File: src/common/edpr_consts.svh
`ifndef EDPR_CONSTS_SVH
`define EDPR_CONSTS_SVH

// Address layout of a byte address
`define EDPR_ADDR_W       32
`define EDPR_WORD_LSB     2
`define EDPR_COL_W        10
`define EDPR_ROW_W        10
`define EDPR_BANK_W       1
`define EDPR_BANKS        2
`define EDPR_MUX_W        10
`define EDPR_REGION_W     4
`define EDPR_DRAM_REGION  4'h0
`define EDPR_WORD_STEP    32'h0000_0004
`define EDPR_CAS_LANES    4
`define EDPR_CAS_ALL_N    4'h0
`define EDPR_CAS_NONE_N   4'hf

// Timing
`define EDPR_CLK_PS       10000
`define EDPR_TRP_PS       60000
`define EDPR_TRP_CYC      ((`EDPR_TRP_PS + `EDPR_CLK_PS - 1) / `EDPR_CLK_PS)
`define EDPR_SEQ4_PS      356250
`define EDPR_SEQ4_CYC     (`EDPR_SEQ4_PS / `EDPR_CLK_PS)
`define EDPR_SEQ4_BEATS   4
`define EDPR_DATA_CYC     1
`define EDPR_CNT_W        8

`endif

File: src/common/edpr_pkg.sv
`include "edpr_consts.svh"

package edpr_pkg;

   typedef enum logic [1:0] {M_IDLE, M_ACK, M_DATA, M_WAIT} edpr_main_st_t;

   typedef enum logic [2:0] {D_IDLE, D_RAS, D_COL, D_CAS, D_ACK, D_PAGE,
                             D_PRE} edpr_dram_st_t;

   function automatic logic edpr_is_dram(input logic [`EDPR_ADDR_W-1:0] a);
      return a[`EDPR_ADDR_W-1 -: `EDPR_REGION_W] == `EDPR_DRAM_REGION;
   endfunction

   function automatic logic [`EDPR_COL_W-1:0] edpr_col_of(
      input logic [`EDPR_ADDR_W-1:0] a);
      return a[`EDPR_WORD_LSB +: `EDPR_COL_W];
   endfunction

   function automatic logic [`EDPR_ROW_W-1:0] edpr_row_of(
      input logic [`EDPR_ADDR_W-1:0] a);
      return a[`EDPR_WORD_LSB + `EDPR_COL_W +: `EDPR_ROW_W];
   endfunction

   function automatic logic [`EDPR_BANK_W-1:0] edpr_bank_of(
      input logic [`EDPR_ADDR_W-1:0] a);
      return a[`EDPR_WORD_LSB + `EDPR_COL_W + `EDPR_ROW_W +: `EDPR_BANK_W];
   endfunction

endpackage

File: src/rtl/edpr_ctrl.sv
`timescale 1ns/1ps
`include "edpr_consts.svh"

// Function
// - Sequential beat addresses step by four bytes
// - Separate column cycle for every beat
// - Row strobe held; whole access one page
// - Memory request decoded, access request raised
// - Access request: row strobe with row address
// - Column select drives column address after row
// - All four column strobes on reads
// - Column strobes low one cycle per beat
// - Acknowledge pulsed per completed column access
// - Request held while CPU request stays asserted
// - Wait negated exactly one cycle per beat
// - Next address gets new column strobe
// - Ack with request gone drops access request
// - Main machine idles after final wait negation
// - Precharge state; new requests taken meanwhile wait for it to end
// - Four-beat read within 356.25 ns
module edpr_ctrl
   import edpr_pkg::*;
#(
   parameter int BANKS    = `EDPR_BANKS,
   parameter int DATA_CYC = `EDPR_DATA_CYC,
   parameter int TRP_CYC  = `EDPR_TRP_CYC
)
(
   input  wire logic                        clk_sys,
   input  wire logic                        nrst,
   input  wire logic                        cpu_mreq_n,
   input  wire logic                        cpu_write,
   input  wire logic [`EDPR_ADDR_W-1:0]     cpu_addr,
   output logic                             cpu_wait_n,
   output logic                             buf_rd_oe_n,
   output logic      [BANKS-1:0]            dram_ras_n,
   output logic      [`EDPR_CAS_LANES-1:0]  dram_cas_n,
   output logic                             dram_sel_col,
   output logic      [`EDPR_MUX_W-1:0]      dram_mux_a,
   output logic                             page_err,
   output logic                             seq_slow
);

   edpr_main_st_t                 main_r;
   edpr_main_st_t                 main_nxt;
   logic                          take;
   logic                          do_dram_r;
   logic                          last_r;
   logic                          next_beat_r;
   logic                          dram_ack;
   logic                          sel_col_nxt;
   logic [`EDPR_CNT_W-1:0]        data_cnt_r;
   logic [`EDPR_CNT_W-1:0]        seq_cnt_r;
   logic [`EDPR_CNT_W-1:0]        beat_cnt_r;
   logic [`EDPR_ADDR_W-1:0]       prev_addr_r;
   logic [`EDPR_ROW_W-1:0]        row_r;
   logic [`EDPR_BANK_W-1:0]       bank_r;
   logic                          wait_n_r;
   logic                          oe_n_r;
   logic                          page_err_r;
   logic                          seq_slow_r;

   // Only memory reads are served here
   assign take = (main_r == M_IDLE) && !cpu_mreq_n && !cpu_write &&
                 edpr_is_dram(cpu_addr);

   always_comb
   begin
      main_nxt = main_r;
      case (main_r)
         M_IDLE: if (take) main_nxt = M_ACK;
         M_ACK:  if (dram_ack) main_nxt = M_DATA;
         M_DATA: if (data_cnt_r == '0) main_nxt = M_WAIT;
         M_WAIT: main_nxt = last_r ? M_IDLE : M_ACK;
         default: main_nxt = M_IDLE;
      endcase
   end

   always_ff @(posedge clk_sys or negedge nrst)
   begin
      if (!nrst)
         main_r <= M_IDLE;
      else
         main_r <= main_nxt;
   end

   // Access request to the DRAM machine
   always_ff @(posedge clk_sys or negedge nrst)
   begin
      if (!nrst)
         do_dram_r <= 1'b0;
      else if (take)
         do_dram_r <= 1'b1;
      else if (main_r == M_ACK && dram_ack && cpu_mreq_n)
         do_dram_r <= 1'b0;
   end

   // Final beat known once ack sees the request gone
   always_ff @(posedge clk_sys or negedge nrst)
   begin
      if (!nrst)
         last_r <= 1'b0;
      else if (take)
         last_r <= 1'b0;
      else if (main_r == M_ACK && dram_ack)
         last_r <= cpu_mreq_n;
   end

   // Next column cycle once the CPU shows the next address
   always_ff @(posedge clk_sys or negedge nrst)
   begin
      if (!nrst)
         next_beat_r <= 1'b0;
      else
         next_beat_r <= (main_r == M_WAIT) && !last_r;
   end

   always_ff @(posedge clk_sys or negedge nrst)
   begin
      if (!nrst)
         data_cnt_r <= '0;
      else if (main_r == M_ACK && dram_ack)
         data_cnt_r <= `EDPR_CNT_W'(DATA_CYC - 1);
      else if (main_r == M_DATA && data_cnt_r != '0)
         data_cnt_r <= data_cnt_r - 1'b1;
   end

   // Wait low during access, high one cycle per beat
   always_ff @(posedge clk_sys or negedge nrst)
   begin
      if (!nrst)
         wait_n_r <= 1'b1;
      else
         wait_n_r <= (main_nxt == M_WAIT) || (main_nxt == M_IDLE);
   end

   // Read buffers drive the CPU bus while data is returned
   always_ff @(posedge clk_sys or negedge nrst)
   begin
      if (!nrst)
         oe_n_r <= 1'b1;
      else
         oe_n_r <= !((main_nxt == M_DATA) || (main_nxt == M_WAIT));
   end

   // Page and step check on each following beat
   always_ff @(posedge clk_sys or negedge nrst)
   begin
      if (!nrst)
         prev_addr_r <= '0;
      else if (take || next_beat_r)
         prev_addr_r <= cpu_addr;
   end

   always_ff @(posedge clk_sys or negedge nrst)
   begin
      if (!nrst)
         page_err_r <= 1'b0;
      else if (take)
         page_err_r <= 1'b0;
      else if (next_beat_r &&
               (edpr_row_of(cpu_addr) != row_r ||
                edpr_bank_of(cpu_addr) != bank_r ||
                cpu_addr != prev_addr_r + `EDPR_WORD_STEP))
         page_err_r <= 1'b1;
   end

   // Cycle and beat count of one access
   always_ff @(posedge clk_sys or negedge nrst)
   begin
      if (!nrst)
      begin
         seq_cnt_r  <= '0;
         beat_cnt_r <= '0;
      end
      else if (take)
      begin
         seq_cnt_r  <= `EDPR_CNT_W'(1);
         beat_cnt_r <= '0;
      end
      else if (main_r != M_IDLE)
      begin
         if (seq_cnt_r != '1)
            seq_cnt_r <= seq_cnt_r + 1'b1;
         if (main_r == M_WAIT)
            beat_cnt_r <= beat_cnt_r + 1'b1;
      end
   end

   always_ff @(posedge clk_sys or negedge nrst)
   begin
      if (!nrst)
         seq_slow_r <= 1'b0;
      else if (take)
         seq_slow_r <= 1'b0;
      else if (main_r == M_WAIT && last_r &&
               beat_cnt_r == `EDPR_CNT_W'(`EDPR_SEQ4_BEATS - 1) &&
               seq_cnt_r > `EDPR_CNT_W'(`EDPR_SEQ4_CYC))
         seq_slow_r <= 1'b1;
   end

   assign cpu_wait_n  = wait_n_r;
   assign buf_rd_oe_n = oe_n_r;
   assign page_err    = page_err_r;
   assign seq_slow    = seq_slow_r;

   edpr_dram_sm #(
      .BANKS   (BANKS),
      .TRP_CYC (TRP_CYC)
   ) u_dram (
      .clk_sys     (clk_sys),
      .nrst        (nrst),
      .do_dram     (do_dram_r),
      .next_beat   (next_beat_r),
      .bank        (bank_r),
      .ras_n_r     (dram_ras_n),
      .cas_n_r     (dram_cas_n),
      .sel_col_r   (dram_sel_col),
      .sel_col_nxt (sel_col_nxt),
      .ack_r       (dram_ack)
   );

   edpr_addr_mux u_mux (
      .clk_sys   (clk_sys),
      .nrst      (nrst),
      .cpu_addr  (cpu_addr),
      .latch_row (take),
      .sel_col   (sel_col_nxt),
      .mux_a_r   (dram_mux_a),
      .row_r     (row_r),
      .bank_r    (bank_r)
   );

endmodule // edpr_ctrl

File: src/rtl/edpr_addr_mux.sv
`timescale 1ns/1ps
`include "edpr_consts.svh"

module edpr_addr_mux
   import edpr_pkg::*;
(
   input  wire logic                    clk_sys,
   input  wire logic                    nrst,
   input  wire logic [`EDPR_ADDR_W-1:0] cpu_addr,
   input  wire logic                    latch_row,
   input  wire logic                    sel_col,
   output logic      [`EDPR_MUX_W-1:0]  mux_a_r,
   output logic      [`EDPR_ROW_W-1:0]  row_r,
   output logic      [`EDPR_BANK_W-1:0] bank_r
);

   // Row while the row strobe falls, column once selected
   always_ff @(posedge clk_sys or negedge nrst)
   begin
      if (!nrst)
         mux_a_r <= '0;
      else if (sel_col)
         mux_a_r <= edpr_col_of(cpu_addr);
      else
         mux_a_r <= edpr_row_of(cpu_addr);
   end

   // Page held for the whole access
   always_ff @(posedge clk_sys or negedge nrst)
   begin
      if (!nrst)
      begin
         row_r  <= '0;
         bank_r <= '0;
      end
      else if (latch_row)
      begin
         row_r  <= edpr_row_of(cpu_addr);
         bank_r <= edpr_bank_of(cpu_addr);
      end
   end

endmodule // edpr_addr_mux

File: src/rtl/edpr_dram_sm.sv
`timescale 1ns/1ps
`include "edpr_consts.svh"

module edpr_dram_sm
   import edpr_pkg::*;
#(
   parameter int BANKS   = `EDPR_BANKS,
   parameter int TRP_CYC = `EDPR_TRP_CYC
)
(
   input  wire logic                        clk_sys,
   input  wire logic                        nrst,
   input  wire logic                        do_dram,
   input  wire logic                        next_beat,
   input  wire logic [`EDPR_BANK_W-1:0]     bank,
   output logic      [BANKS-1:0]            ras_n_r,
   output logic      [`EDPR_CAS_LANES-1:0]  cas_n_r,
   output logic                             sel_col_r,
   output logic                             sel_col_nxt,
   output logic                             ack_r
);

   edpr_dram_st_t               st_r;
   edpr_dram_st_t               st_nxt;
   logic [`EDPR_CNT_W-1:0]      pre_cnt_r;

   always_comb
   begin
      st_nxt = st_r;
      case (st_r)
         D_IDLE: if (do_dram) st_nxt = D_RAS;
         D_RAS:  st_nxt = D_COL;
         D_COL:  st_nxt = D_CAS;
         D_CAS:  st_nxt = D_ACK;
         D_ACK:  st_nxt = D_PAGE;
         D_PAGE:
         begin
            if (!do_dram)
               st_nxt = D_PRE;
            else if (next_beat)
               st_nxt = D_COL;
         end
         D_PRE:  if (pre_cnt_r == '0) st_nxt = D_IDLE;
         default: st_nxt = D_IDLE;
      endcase
   end

   assign sel_col_nxt = (st_nxt == D_COL) || (st_nxt == D_CAS) ||
                        (st_nxt == D_ACK) || (st_nxt == D_PAGE);

   always_ff @(posedge clk_sys or negedge nrst)
   begin
      if (!nrst)
         st_r <= D_IDLE;
      else
         st_r <= st_nxt;
   end

   // Row strobe held from row latch through every beat
   always_ff @(posedge clk_sys or negedge nrst)
   begin
      if (!nrst)
         ras_n_r <= '1;
      else if (st_nxt == D_IDLE || st_nxt == D_PRE)
         ras_n_r <= '1;
      else
         ras_n_r <= ~(BANKS'(1) << bank);
   end

   // All lanes, one cycle per beat
   always_ff @(posedge clk_sys or negedge nrst)
   begin
      if (!nrst)
         cas_n_r <= `EDPR_CAS_NONE_N;
      else if (st_nxt == D_CAS)
         cas_n_r <= `EDPR_CAS_ALL_N;
      else
         cas_n_r <= `EDPR_CAS_NONE_N;
   end

   always_ff @(posedge clk_sys or negedge nrst)
   begin
      if (!nrst)
      begin
         sel_col_r <= 1'b0;
         ack_r     <= 1'b0;
      end
      else
      begin
         sel_col_r <= sel_col_nxt;
         ack_r     <= (st_nxt == D_ACK);
      end
   end

   always_ff @(posedge clk_sys or negedge nrst)
   begin
      if (!nrst)
         pre_cnt_r <= '0;
      else if (st_nxt == D_PRE && st_r != D_PRE)
         pre_cnt_r <= `EDPR_CNT_W'(TRP_CYC - 1);
      else if (pre_cnt_r != '0)
         pre_cnt_r <= pre_cnt_r - 1'b1;
   end

endmodule // edpr_dram_sm

File: config.mk
export PLATFORM = sky130hd
export DESIGN_NAME = edpr_ctrl
export DESIGN_NICKNAME = d
export VERILOG_FILES = /design/src/common/edpr_pkg.sv /design/src/rtl/edpr_ctrl.sv /design/src/rtl/edpr_addr_mux.sv /design/src/rtl/edpr_dram_sm.sv
export VERILOG_INCLUDE_DIRS = /design/src /design/src/common
export SDC_FILE = /design/constraint.sdc
export NUM_CORES = 1
export LEC_CHECK = 0
export BUFFER_PORTS_ARGS = -buffer_cell sky130_fd_sc_hd__buf_2
export CAP_MARGIN = 20
export CORE_MARGIN = 2
export CORE_UTILIZATION = 45
export DETAILED_ROUTE_END_ITERATION = 16
export PLACE_DENSITY_LB_ADDON = 0.05
export SKIP_CTS_REPAIR_TIMING = 1
export SLEW_MARGIN = 20
export SYNTH_ARGS = -nofsm -noshare
export SYNTH_HDL_FRONTEND = slang
export SYNTH_HIERARCHICAL = 1
export SYNTH_SLANG_ARGS = --single-unit
File: constraint.sdc
create_clock -name clk_sys -period 2.8 [get_ports clk_sys]
set_input_delay 0.7 -clock clk_sys [delete_from_list [all_inputs] [get_ports clk_sys]]
set_output_delay 0.7 -clock clk_sys [all_outputs]
set_load 0.05 [all_outputs]
==> results.yml, run 1 <==
status:
  outcome: "finished clean"
global_route:
  antenna_found_initial: 0
  grt_usage: 0.213
  grt_util_met2: 0.330
  grt_pass1_vias: 4256
  grt_use_met1: 0.296
  gr-usage-met3: 0.0519
  busiest_layer: "met2"
  grt_pass1_wl_um: 22000
  grt_overflow: 0
  grt_max_degree: 43
placement:
  hpwl_um: 9790
  dp.cells: 782
  io_buffer_count: 56
  gp_congestion: 0.801
min_path:
  hp-class: "in2async"
synthesis:
  synth-compound-area-share: 0.0981
  synth_top_family_by_area: "simple AND/OR/NAND/NOR gates"
  synthCells: 555
  yosys_warnings: 6
  synth.area.mux_share: 0.102
  yosysMostFrequentCell: "dfrtp_1"
  synth_top_area_share: 0.425
  synth-seq-cells: 102
  yosys.area_share.simple: 0.192
  yosys.area_share.adder: 0.0197
  synth_area_per_cell_sq_um: 10.3
  synth-main-ff-cell: "dfrtp_1"
  syn_area_sq_um: 5720
  synth_commonest_cells: "dfrtp_1, nand2_1, nor2_1, mux2_2, xor2_1"
  synthXorXnorAreaFrac: 0.104
  synth_cell_types: 68
  yosysSeqAreaShare: 0.448
  synth_edf_count: 0
  synth_area_leaders: "dfrtp_1, mux2_2, xor2_1, xnor2_1, nand2_1"
  synthArstFlopShare: 1.00
  yosys.area.top_type: "dfrtp_1"
  synth_fp_nets: 600
setup_path:
  startpoint_type: "register"
  ff2ff_setup_slack_ns: 0.20
  critPathKind: "reg2reg"
  crit_end: "page_err"
  critPathLaunch: "prev_addr_r[20]"
  r2r_start: "prev_addr_r[20]"
  required_ns: 3.02
  ff2ff_path_depth: 7
  r2r-end: "page_err"
  arrival_ns: 2.83
  end_kind: "register"
  cp_max_fo: 7
clock_network:
  cts_buffers: 9
  tritoncts: "yes"
  clk_path_buf_depth: 2
  worstSkewPairLatency_ns: 0.35
  clock_sinks: 102
  htree_levels: 3
  clkTransAtPathRegs_ns: 0.07
  root_buffer: "clkbuf_16"
detailed_routing:
  drt.antenna.violating_nets: 0
  drc: 0
  drtIter0Drc: 243
  drt-total-wl_um: 13400
  wl_per_cell_um: 16.8
  dr.pass1.iters: 5
  avgViaCountPerCell: 5.44
  vias: 4341
final_layout:
  final_cell_count_no_fill: 798
  areaGrowthSynthToFinish_pct: 14.6
  n_antenna_cell: 0
  fin_nets: 666
  drive_gt1_frac: 0.260
  fin_util: 0.523
floorplanning:
  rows: 41
  start_util: 0.457
  die_y_um: 117
  coreArea_sq_um: 12500
  ios: 57
  die-area_sq_um: 13600
  die_x_um: 117
timing:
  timing.fmax_mhz: 384
  skew_ns: 0.00459
  rsz0062_at_grt: "false"
  finalSetupViolations: 0
  slew_viol_final: 0
  finalCriticalPeriod_ns: 2.60
  final-hold-violation-count: 0
  period_share: 0.930
  tightest_slew_ns: 1.01
  slew_headroom: 0.324
  setup-tns-final_ns: 0
power:
  power.leakage_nw: 2.93
  power.density_nw_per_um2: 1000
  ir_worst_vdd_v: 0.000627
run:
  max_cap_violations: 0
[where the power goes]
part	switching, mW	internal, mW
Clock	0.565	0.635
Sequential	0.658	2.08
Combinational	1.51	1.14
Total	2.73	3.85
[metal layers]
metal	share of wire	wire length, um
met5	0	0
met4	0.015	202
met3	0.037	492
met2	0.46	6160
met1	0.49	6570
[cells in the final DEF, fill, tap and decap left out, types with 4 or more instances in the layout]
master	count
nor3_1	9
dfrtp_1	96
mux2_4	10
mux2_2	36
nand3_1	15
nor3b_1	4
dfstp_2	5
xnor2_1	33
buf_4	21
nor4_1	12
nand2_1	50
o21ai_0	24
nor2_1	41
a21oi_1	14
buf_2	55
ha_1	9
or3_1	5
a31oi_1	9
nand4_1	12
inv_1	21
xor2_1	35
or4_1	7
o211ai_1	6
clkbuf_16	9
and3_1	11
[stage by stage]
step	hold slack [ns]	total power, mW	area, sq um	setup WS [ns]
finish	0.341	6.58	6550	0.197
global route	0.376	7.04	6550	0.0170
detailed placement	0.478	5.38	6270	0.230
CTS	0.364	6.63	6550	0.204
floorplan	0.404	4.71	5720	0.0668
global placement	0.477	5.34	6270	0.203
[kinds of logic (layout without fill, tap and decap cells)]
| logic type | after synthesis | count (layout) |
|---|---|---|
| XOR/XNOR | 68 | 68 |
| AO/OA/AOI/OAI | 84 | 84 |
| multiplexers | 49 | 49 |
| buffers and inverters | 43 | 114 |
| adder cells (fa/ha/maj) | 9 | 9 |
| AND/OR/NAND/NOR | 200 | 200 |
| flip-flops | 102 | 102 |
[registers in the layout, indices dropped and copies added, names as in the netlist]
register          flops
prev_addr_r          32
u_mux/mux_a_r        10
u_mux/row_r          10
beat_cnt_r            8
data_cnt_r            8
seq_cnt_r             8
u_dram/pre_cnt_r      8
u_dram/st_r           3
main_r                2
u_dram/ras_n_r        2
buf_rd_oe_n           1
cpu_wait_n            1
do_dram_r             1
last_r                1
next_beat_r           1
page_err              1
seq_slow              1
u_dram/ack_r          1
u_dram/cas_n_r        1
u_dram/sel_col_r      1
u_mux/bank_r          1
[worst min-delay path by stage]
stage,start,end,cells after the start
floorplan,nrst,beat_cnt_r[0],0
global placement,prev_addr_r[31],prev_addr_r[31],2
detailed placement,prev_addr_r[31],prev_addr_r[31],2
finish,nrst,prev_addr_r[9],1
CTS,nrst,prev_addr_r[9],1
global route,nrst,u_mux/mux_a_r[7],1
[critical path, cell delays in order (launching register included)]
cell and delay [ns]:
dfrtp_1 0.50, nand3_2 0.15, or4_4 0.60, nor4_4 0.28, xnor2_1 0.08, or4_1 0.47
nor4_1 0.28, a31oi_1 0.12
[final cells by class]
| class | instances | area, sq um |
|---|---|---|
| flip-flops and latches | 102 | 2560 |
| clock inverters | 4 | 31.3 |
| clock buffers | 12 | 246 |
| multi-input cells | 410 | 2960 |
| inverters | 21 | 78.8 |
| fillers | 1162 | 5970 |
| well taps | 172 | 215 |
| repair buffers | 77 | 453 |
Power figures use the tool's default switching activity.
==> run 2, diff against run 1 <==
Settings changed: ABC_AREA set to 1.
==> run 2 against run 1 <==
Against the previous run: via count rose by 22%; global-route usage decreased by 0.25 points; setup slack gained 0.42 ns; clock power hardly changed; largest cell class unchanged; highest routed layer unchanged.
==> results.yml, run 2 <==
status:
  outcome: "finished clean"
final_layout:
  n_antenna_cell: 0
  fill_cells: 1329
  final_cell_mix: "nand2_1, inv_1, dfrtp_1"
  largestRegisters: "prev_addr_r x32, u_mux/mux_a_r x10, u_mux/row_r x10"
  seq_area_sq_um: 2560
  top_register: "prev_addr_r"
  fin_nets: 945
  drive_gt1_frac: 0.125
  multi_input_area_sq_um: 2990
  final_common_cell: "nand2_1"
  areaGrowthSynthToFinish_pct: 12.4
  largest_reg_flops: 32
  final_cell_count_no_fill: 1081
clock_network:
  tritoncts: "yes"
  cts_buffers: 9
  htree_levels: 3
  root_buffer: "clkbuf_16"
  worstSkewPairLatency_ns: 0.36
  clock_sinks: 102
  clk_path_buf_depth: 2
  clkTransAtPathRegs_ns: 0.07
timing:
  timing.fmax_mhz: 457
  finalCriticalPeriod_ns: 2.19
  setup-tns-final_ns: 0
  skew_ns: 0.00502
  setup_ws_ns: 0.612
  period_share: 0.781
  finalSetupViolations: 0
  slew_headroom: 0.697
  slew_viol_final: 0
  final-hold-violation-count: 0
  tightest_slew_ns: 0.451
  rsz0062_at_grt: "false"
power:
  combPwrFrac: 0.478
  p_int_mw: 3.98
  ir_worst_vdd_v: 0.000927
  power_switching_mw: 3.54
  power_mw: 7.52
  power.density_nw_per_um2: 1090
  swShare: 0.470
  power.leakage_nw: 3.59
  seqPwrFrac: 0.358
  power_frac_clock: 0.164
synthesis:
  synth_top_area_share: 0.397
  syn_area_sq_um: 6110
  synth_fp_nets: 884
  synth-main-ff-cell: "dfrtp_1"
  synth_cell_types: 46
  synth-seq-cells: 102
  yosysSeqAreaShare: 0.419
  synthCells: 839
  synth_edf_count: 0
  synth_area_leaders: "dfrtp_1, nand2_1, inv_1, nor2_1, nand3_1"
  yosys.area.top_type: "dfrtp_1"
  synth_area_per_cell_sq_um: 7.28
  yosys_warnings: 6
  yosysMostFrequentCell: "nand2_1"
  synthArstFlopShare: 1.00
  synth_commonest_cells: "nand2_1, inv_1, dfrtp_1, nor2_1, nand3_1"
setup_path:
  arrival_ns: 2.43
  critPathKind: "reg2reg"
  path_common_cell: "nand2_1"
  r2r_start: "prev_addr_r[3]"
  slowest_stage: "dfrtp_1"
  end_kind: "register"
  critical_path.max_stage_delay_ns: 0.39
  ff2ff_setup_slack_ns: 0.61
  startpoint_type: "register"
  cp_max_fo: 5
  path_cells: "ha_1 -> nand2_1 -> nor2_1 -> nand3_1 -> inv_1 -> nand2_1 -> nand2_1 -> nand2_1 -> nand2_1 -> nand2_1 -> nor2_1 -> nand2_1 -> nor2_1 -> nand2_1 -> nand2_1 -> a21oi_1"
  ff2ff_path_depth: 16
  r2r-end: "page_err"
  required_ns: 3.04
floorplanning:
  start_util: 0.461
  die-area_sq_um: 14500
  die_y_um: 121
  coreArea_sq_um: 13200
  rows: 42
  ios: 57
  die_x_um: 121
min_path:
  hp-class: "in2async"
placement:
  dp.cells: 1065
  pre_cts_ws_ns: 0.581
  gp_congestion: 0.930
  io_buffer_count: 56
  hpwl_um: 11000
detailed_routing:
  drtIter0Drc: 288
  vias: 5275
  avgViaCountPerCell: 4.88
  dr.pass1.iters: 5
  drt-total-wl_um: 14300
  wl_per_cell_um: 13.2
  drt.antenna.violating_nets: 0
  drc: 0
run:
  max_cap_violations: 0
global_route:
  grt_pass1_vias: 5066
  grt_pass1_wl_um: 24000
  grt_overflow: 0
  antenna_found_initial: 0
  grt_usage: 0.210
  grt_max_degree: 47
run 2: cell types whose count changed in the layout (fill, tap and decap cells not counted), sizes merged, moves of 14 or more:
cell / previous run / this run
nand2: 50 / 282
buf: 77 / 63
mux2: 46 / 15
nor2: 43 / 97
inv: 23 / 125
nand3: 17 / 61
xor2: 35 / 16
o21ai: 24 / 42
xnor2: 33 / 17
run 2: worst max-delay path by stage:
stage | endpoint | depth (start not counted) | slack, ns | startpoint
global placement | seq_cnt_r[6] | 10 | 0.62 | cpu_mreq_n
global route | page_err | 14 | 0.28 | prev_addr_r[2]
detailed placement | seq_cnt_r[6] | 10 | 0.58 | cpu_addr[28]
CTS | page_err | 12 | 0.59 | prev_addr_r[2]
finish | page_err | 16 | 0.61 | prev_addr_r[3]
floorplan | prev_addr_r[10] | 7 | 0.70 | cpu_mreq_n
run 2: routing by layer:
layer  track usage  vias up  share of wire
li1              -     2729              -
met1         0.256     2441           0.45
met2         0.371       90           0.50
met3        0.0514       15          0.039
met4        0.0538        0          0.014
met5             0        -              0
run 2: per-stage QoR:
stage | area [sq um] | utilization | hold slack [ns]
after global routing | 6870 | 0.518 | 0.290
after CTS | 6870 | 0.518 | 0.276
after global placement | 6570 | 0.496 | 0.458
after detailed placement | 6570 | 0.496 | 0.460
final | 6870 | 0.518 | 0.271
after floorplan | 6110 | - | 0.404
run 2: worst max-delay path, delay by kind of cell (launching register included):
family / cells / cell delay [ns]
simple gates: 13 / 1.27
flops: 1 / 0.39
fa+ha+maj: 1 / 0.21
compound gates: 1 / 0.05
buf+inv: 1 / 0.15
run 2: kinds of logic after synthesis:
| family | Yosys count | synth area share |
|---|---|---|
| xor gates and xnor gates | 33 | 0.0473 |
| adders and majority gates | 9 | 0.0184 |
| and+or+nand+nor | 475 | 0.332 |
| DFF | 102 | 0.419 |
| AOI/OAI and AO/OA | 70 | 0.0633 |
| buffers and inverters | 135 | 0.0920 |
| muxes | 15 | 0.0277 |
run 2: power by group through the flow:
| stage | Sequential [mW] | Clock (mW) | Combinational [mW] |
|---|---|---|---|
| floorplan | 3.02 | 0 | 2.40 |
| global placement | 2.69 | 0 | 3.55 |
| global route | 2.78 | 1.34 | 4.06 |
| CTS | 2.69 | 1.28 | 3.63 |
| finish | 2.69 | 1.23 | 3.59 |
| detailed placement | 2.71 | 0 | 3.61 |
run 2: area by class of cell:
cell class / count / share of cell area
well taps: 176 / 0.0321
repair buffers: 63 / 0.0507
multi-input cells: 602 / 0.435
flip-flops and latches: 102 / 0.373
inverters: 122 / 0.0667
clock buffers: 11 / 0.0368
clock inverters: 5 / 0.00583
==> run 3, diff against run 2 <==
Clock period 2.8 ns to 2 ns, I/O delays scaled along.
==> run 3 against run 2 <==
Against the previous run: count of clock-buffer cells in the layout fell by 1; clock power rose by 57%; final cell count rose by 2.5%; combinational power grew 50%; non-clock buffer count increased by 27; setup slack worse by 0.58 ns; sequential cell count is the same; register-to-register slack got worse by 0.58 ns; via count up 3.9%; design area up 5.4%; sequential power up 41%.
==> results.yml, run 3 (synthesis results as in run 2) <==
status:
  outcome: "finished clean"
detailed_routing:
  vias: 5482
  wl_per_cell_um: 13.8
  drt-total-wl_um: 15300
  drtIter0Drc: 392
  dr.pass1.iters: 5
  drc: 0
  drt.antenna.violating_nets: 0
  avgViaCountPerCell: 4.95
final_layout:
  n_antenna_cell: 0
  fin_util: 0.547
  areaGrowthSynthToFinish_pct: 18.5
  largestRegisters: "prev_addr_r x32, u_mux/mux_a_r x10, u_mux/row_r x10"
  drive_gt1_frac: 0.179
  final_cell_mix: "nand2_1, inv_1, dfrtp_1"
  design_area_sq_um: 7240
  fin_nets: 972
  largest_reg_flops: 32
  final_common_cell: "nand2_1"
  top_register: "prev_addr_r"
clock_network:
  worstSkewPairLatency_ns: 0.35
  tritoncts: "yes"
  cts_buffers: 9
  htree_levels: 3
  clkTransAtPathRegs_ns: 0.07
  clk_path_buf_depth: 2
  root_buffer: "clkbuf_16"
  clock_sinks: 102
power:
  ir_worst_vdd_v: 0.00142
  power.density_nw_per_um2: 1530
  power.leakage_nw: 3.76
placement:
  placed_area_sq_um: 6770
  pre_cts_ws_ns: -0.106
  io_buffer_count: 56
  gp_congestion: 0.889
  hpwl_um: 11700
timing:
  timing.fmax_mhz: 507
  slew_headroom: 0.686
  slew_viol_final: 0
  finalCriticalPeriod_ns: 1.97
  final-hold-violation-count: 0
  finalSetupViolations: 0
  rsz0062_at_grt: "true"
  setup_ws_ns: 0.0289
  tightest_slew_ns: 0.470
  period_share: 0.986
  holdWs_ns: 0.0377
  skew_ns: 0.00667
setup_path:
  critPathLaunch: "prev_addr_r[2]"
  slowest_stage: "dfrtp_1"
  cp_max_fo: 5
  critPathKind: "reg2reg"
  startpoint_type: "register"
  required_ns: 2.24
  critPathBufInv: 0
  path_common_cell: "nand2_1"
  r2r_start: "prev_addr_r[2]"
  critical_path.max_stage_delay_ns: 0.41
  arrival_ns: 2.22
  crit_family: "simple AND/OR/NAND/NOR gates"
  end_kind: "register"
  path_cells: "ha_2 -> nand2_2 -> nor2_4 -> nand2_4 -> nor2_4 -> xor2_1 -> nand3_1 -> nor2_1 -> nand2_1 -> nor2_1 -> nand2_1 -> nand2_1 -> a21oi_1"
global_route:
  antenna_found_initial: 0
  grt_pass1_wl_um: 25500
  grt_pass1_vias: 5313
  grt_usage: 0.223
  grt_max_degree: 34
  grt_overflow: 0
run:
  max_cap_violations: 0
floorplanning:
  die_y_um: 121
  rows: 42
  coreArea_sq_um: 13200
  die_x_um: 121
  die-area_sq_um: 14500
  ios: 57
  start_util: 0.461
min_path:
  hp-class: "in2async"
## run 3: changes by cell type in the layout (fill, tap and decap cells not counted), sizes merged
| cell | before | now |
|---|---|---|
| bufinv | 0 | 2 |
| buf | 63 | 90 |
| inv | 125 | 124 |
| clkbuf | 11 | 10 |
## run 3: stage by stage
stage                TNS, ns  total power [mW]  std cells
finish                     0              11.1       1108
global route          -0.153              12.1       1108
CTS                   -0.111              11.0       1104
detailed placement    -0.106              9.00       1088
global placement    -0.00780              8.88       1088
floorplan                  0              7.60        839
## run 3: report_power, final
part / internal (mW) / switching, mW
logic: 1.82 / 3.56
registers: 3.01 / 0.775
clock network: 1.11 / 0.815
## run 3: area by class of cell
type / instances / area, sq um
inverter: 122 / 458
sequential: 102 / 2560
clock inverter: 6 / 93.8
timing repair buffer: 90 / 579
fill: 1308 / 6000
clock buffer: 10 / 229
tap: 176 / 220
multi-input combinational: 602 / 3100
## run 3: final timing paths
path,cells past startpoint,end,slack [ns]
worst max-delay path,13,page_err,0.03
worst min-delay path,1,prev_addr_r[7],0.04
worst max register to register,13,page_err,0.03
worst min register to register,1,next_beat_r,0.48
max in group asynchronous,2,buf_rd_oe_n,1.39
min in group clk_sys,3,prev_addr_r[5],0.39
## run 3: routing by layer
layer	GRT usage	wire length (um)
met5	0	0
met4	0.0581	218
met3	0.0472	586
met2	0.378	7470
met1	0.289	6980
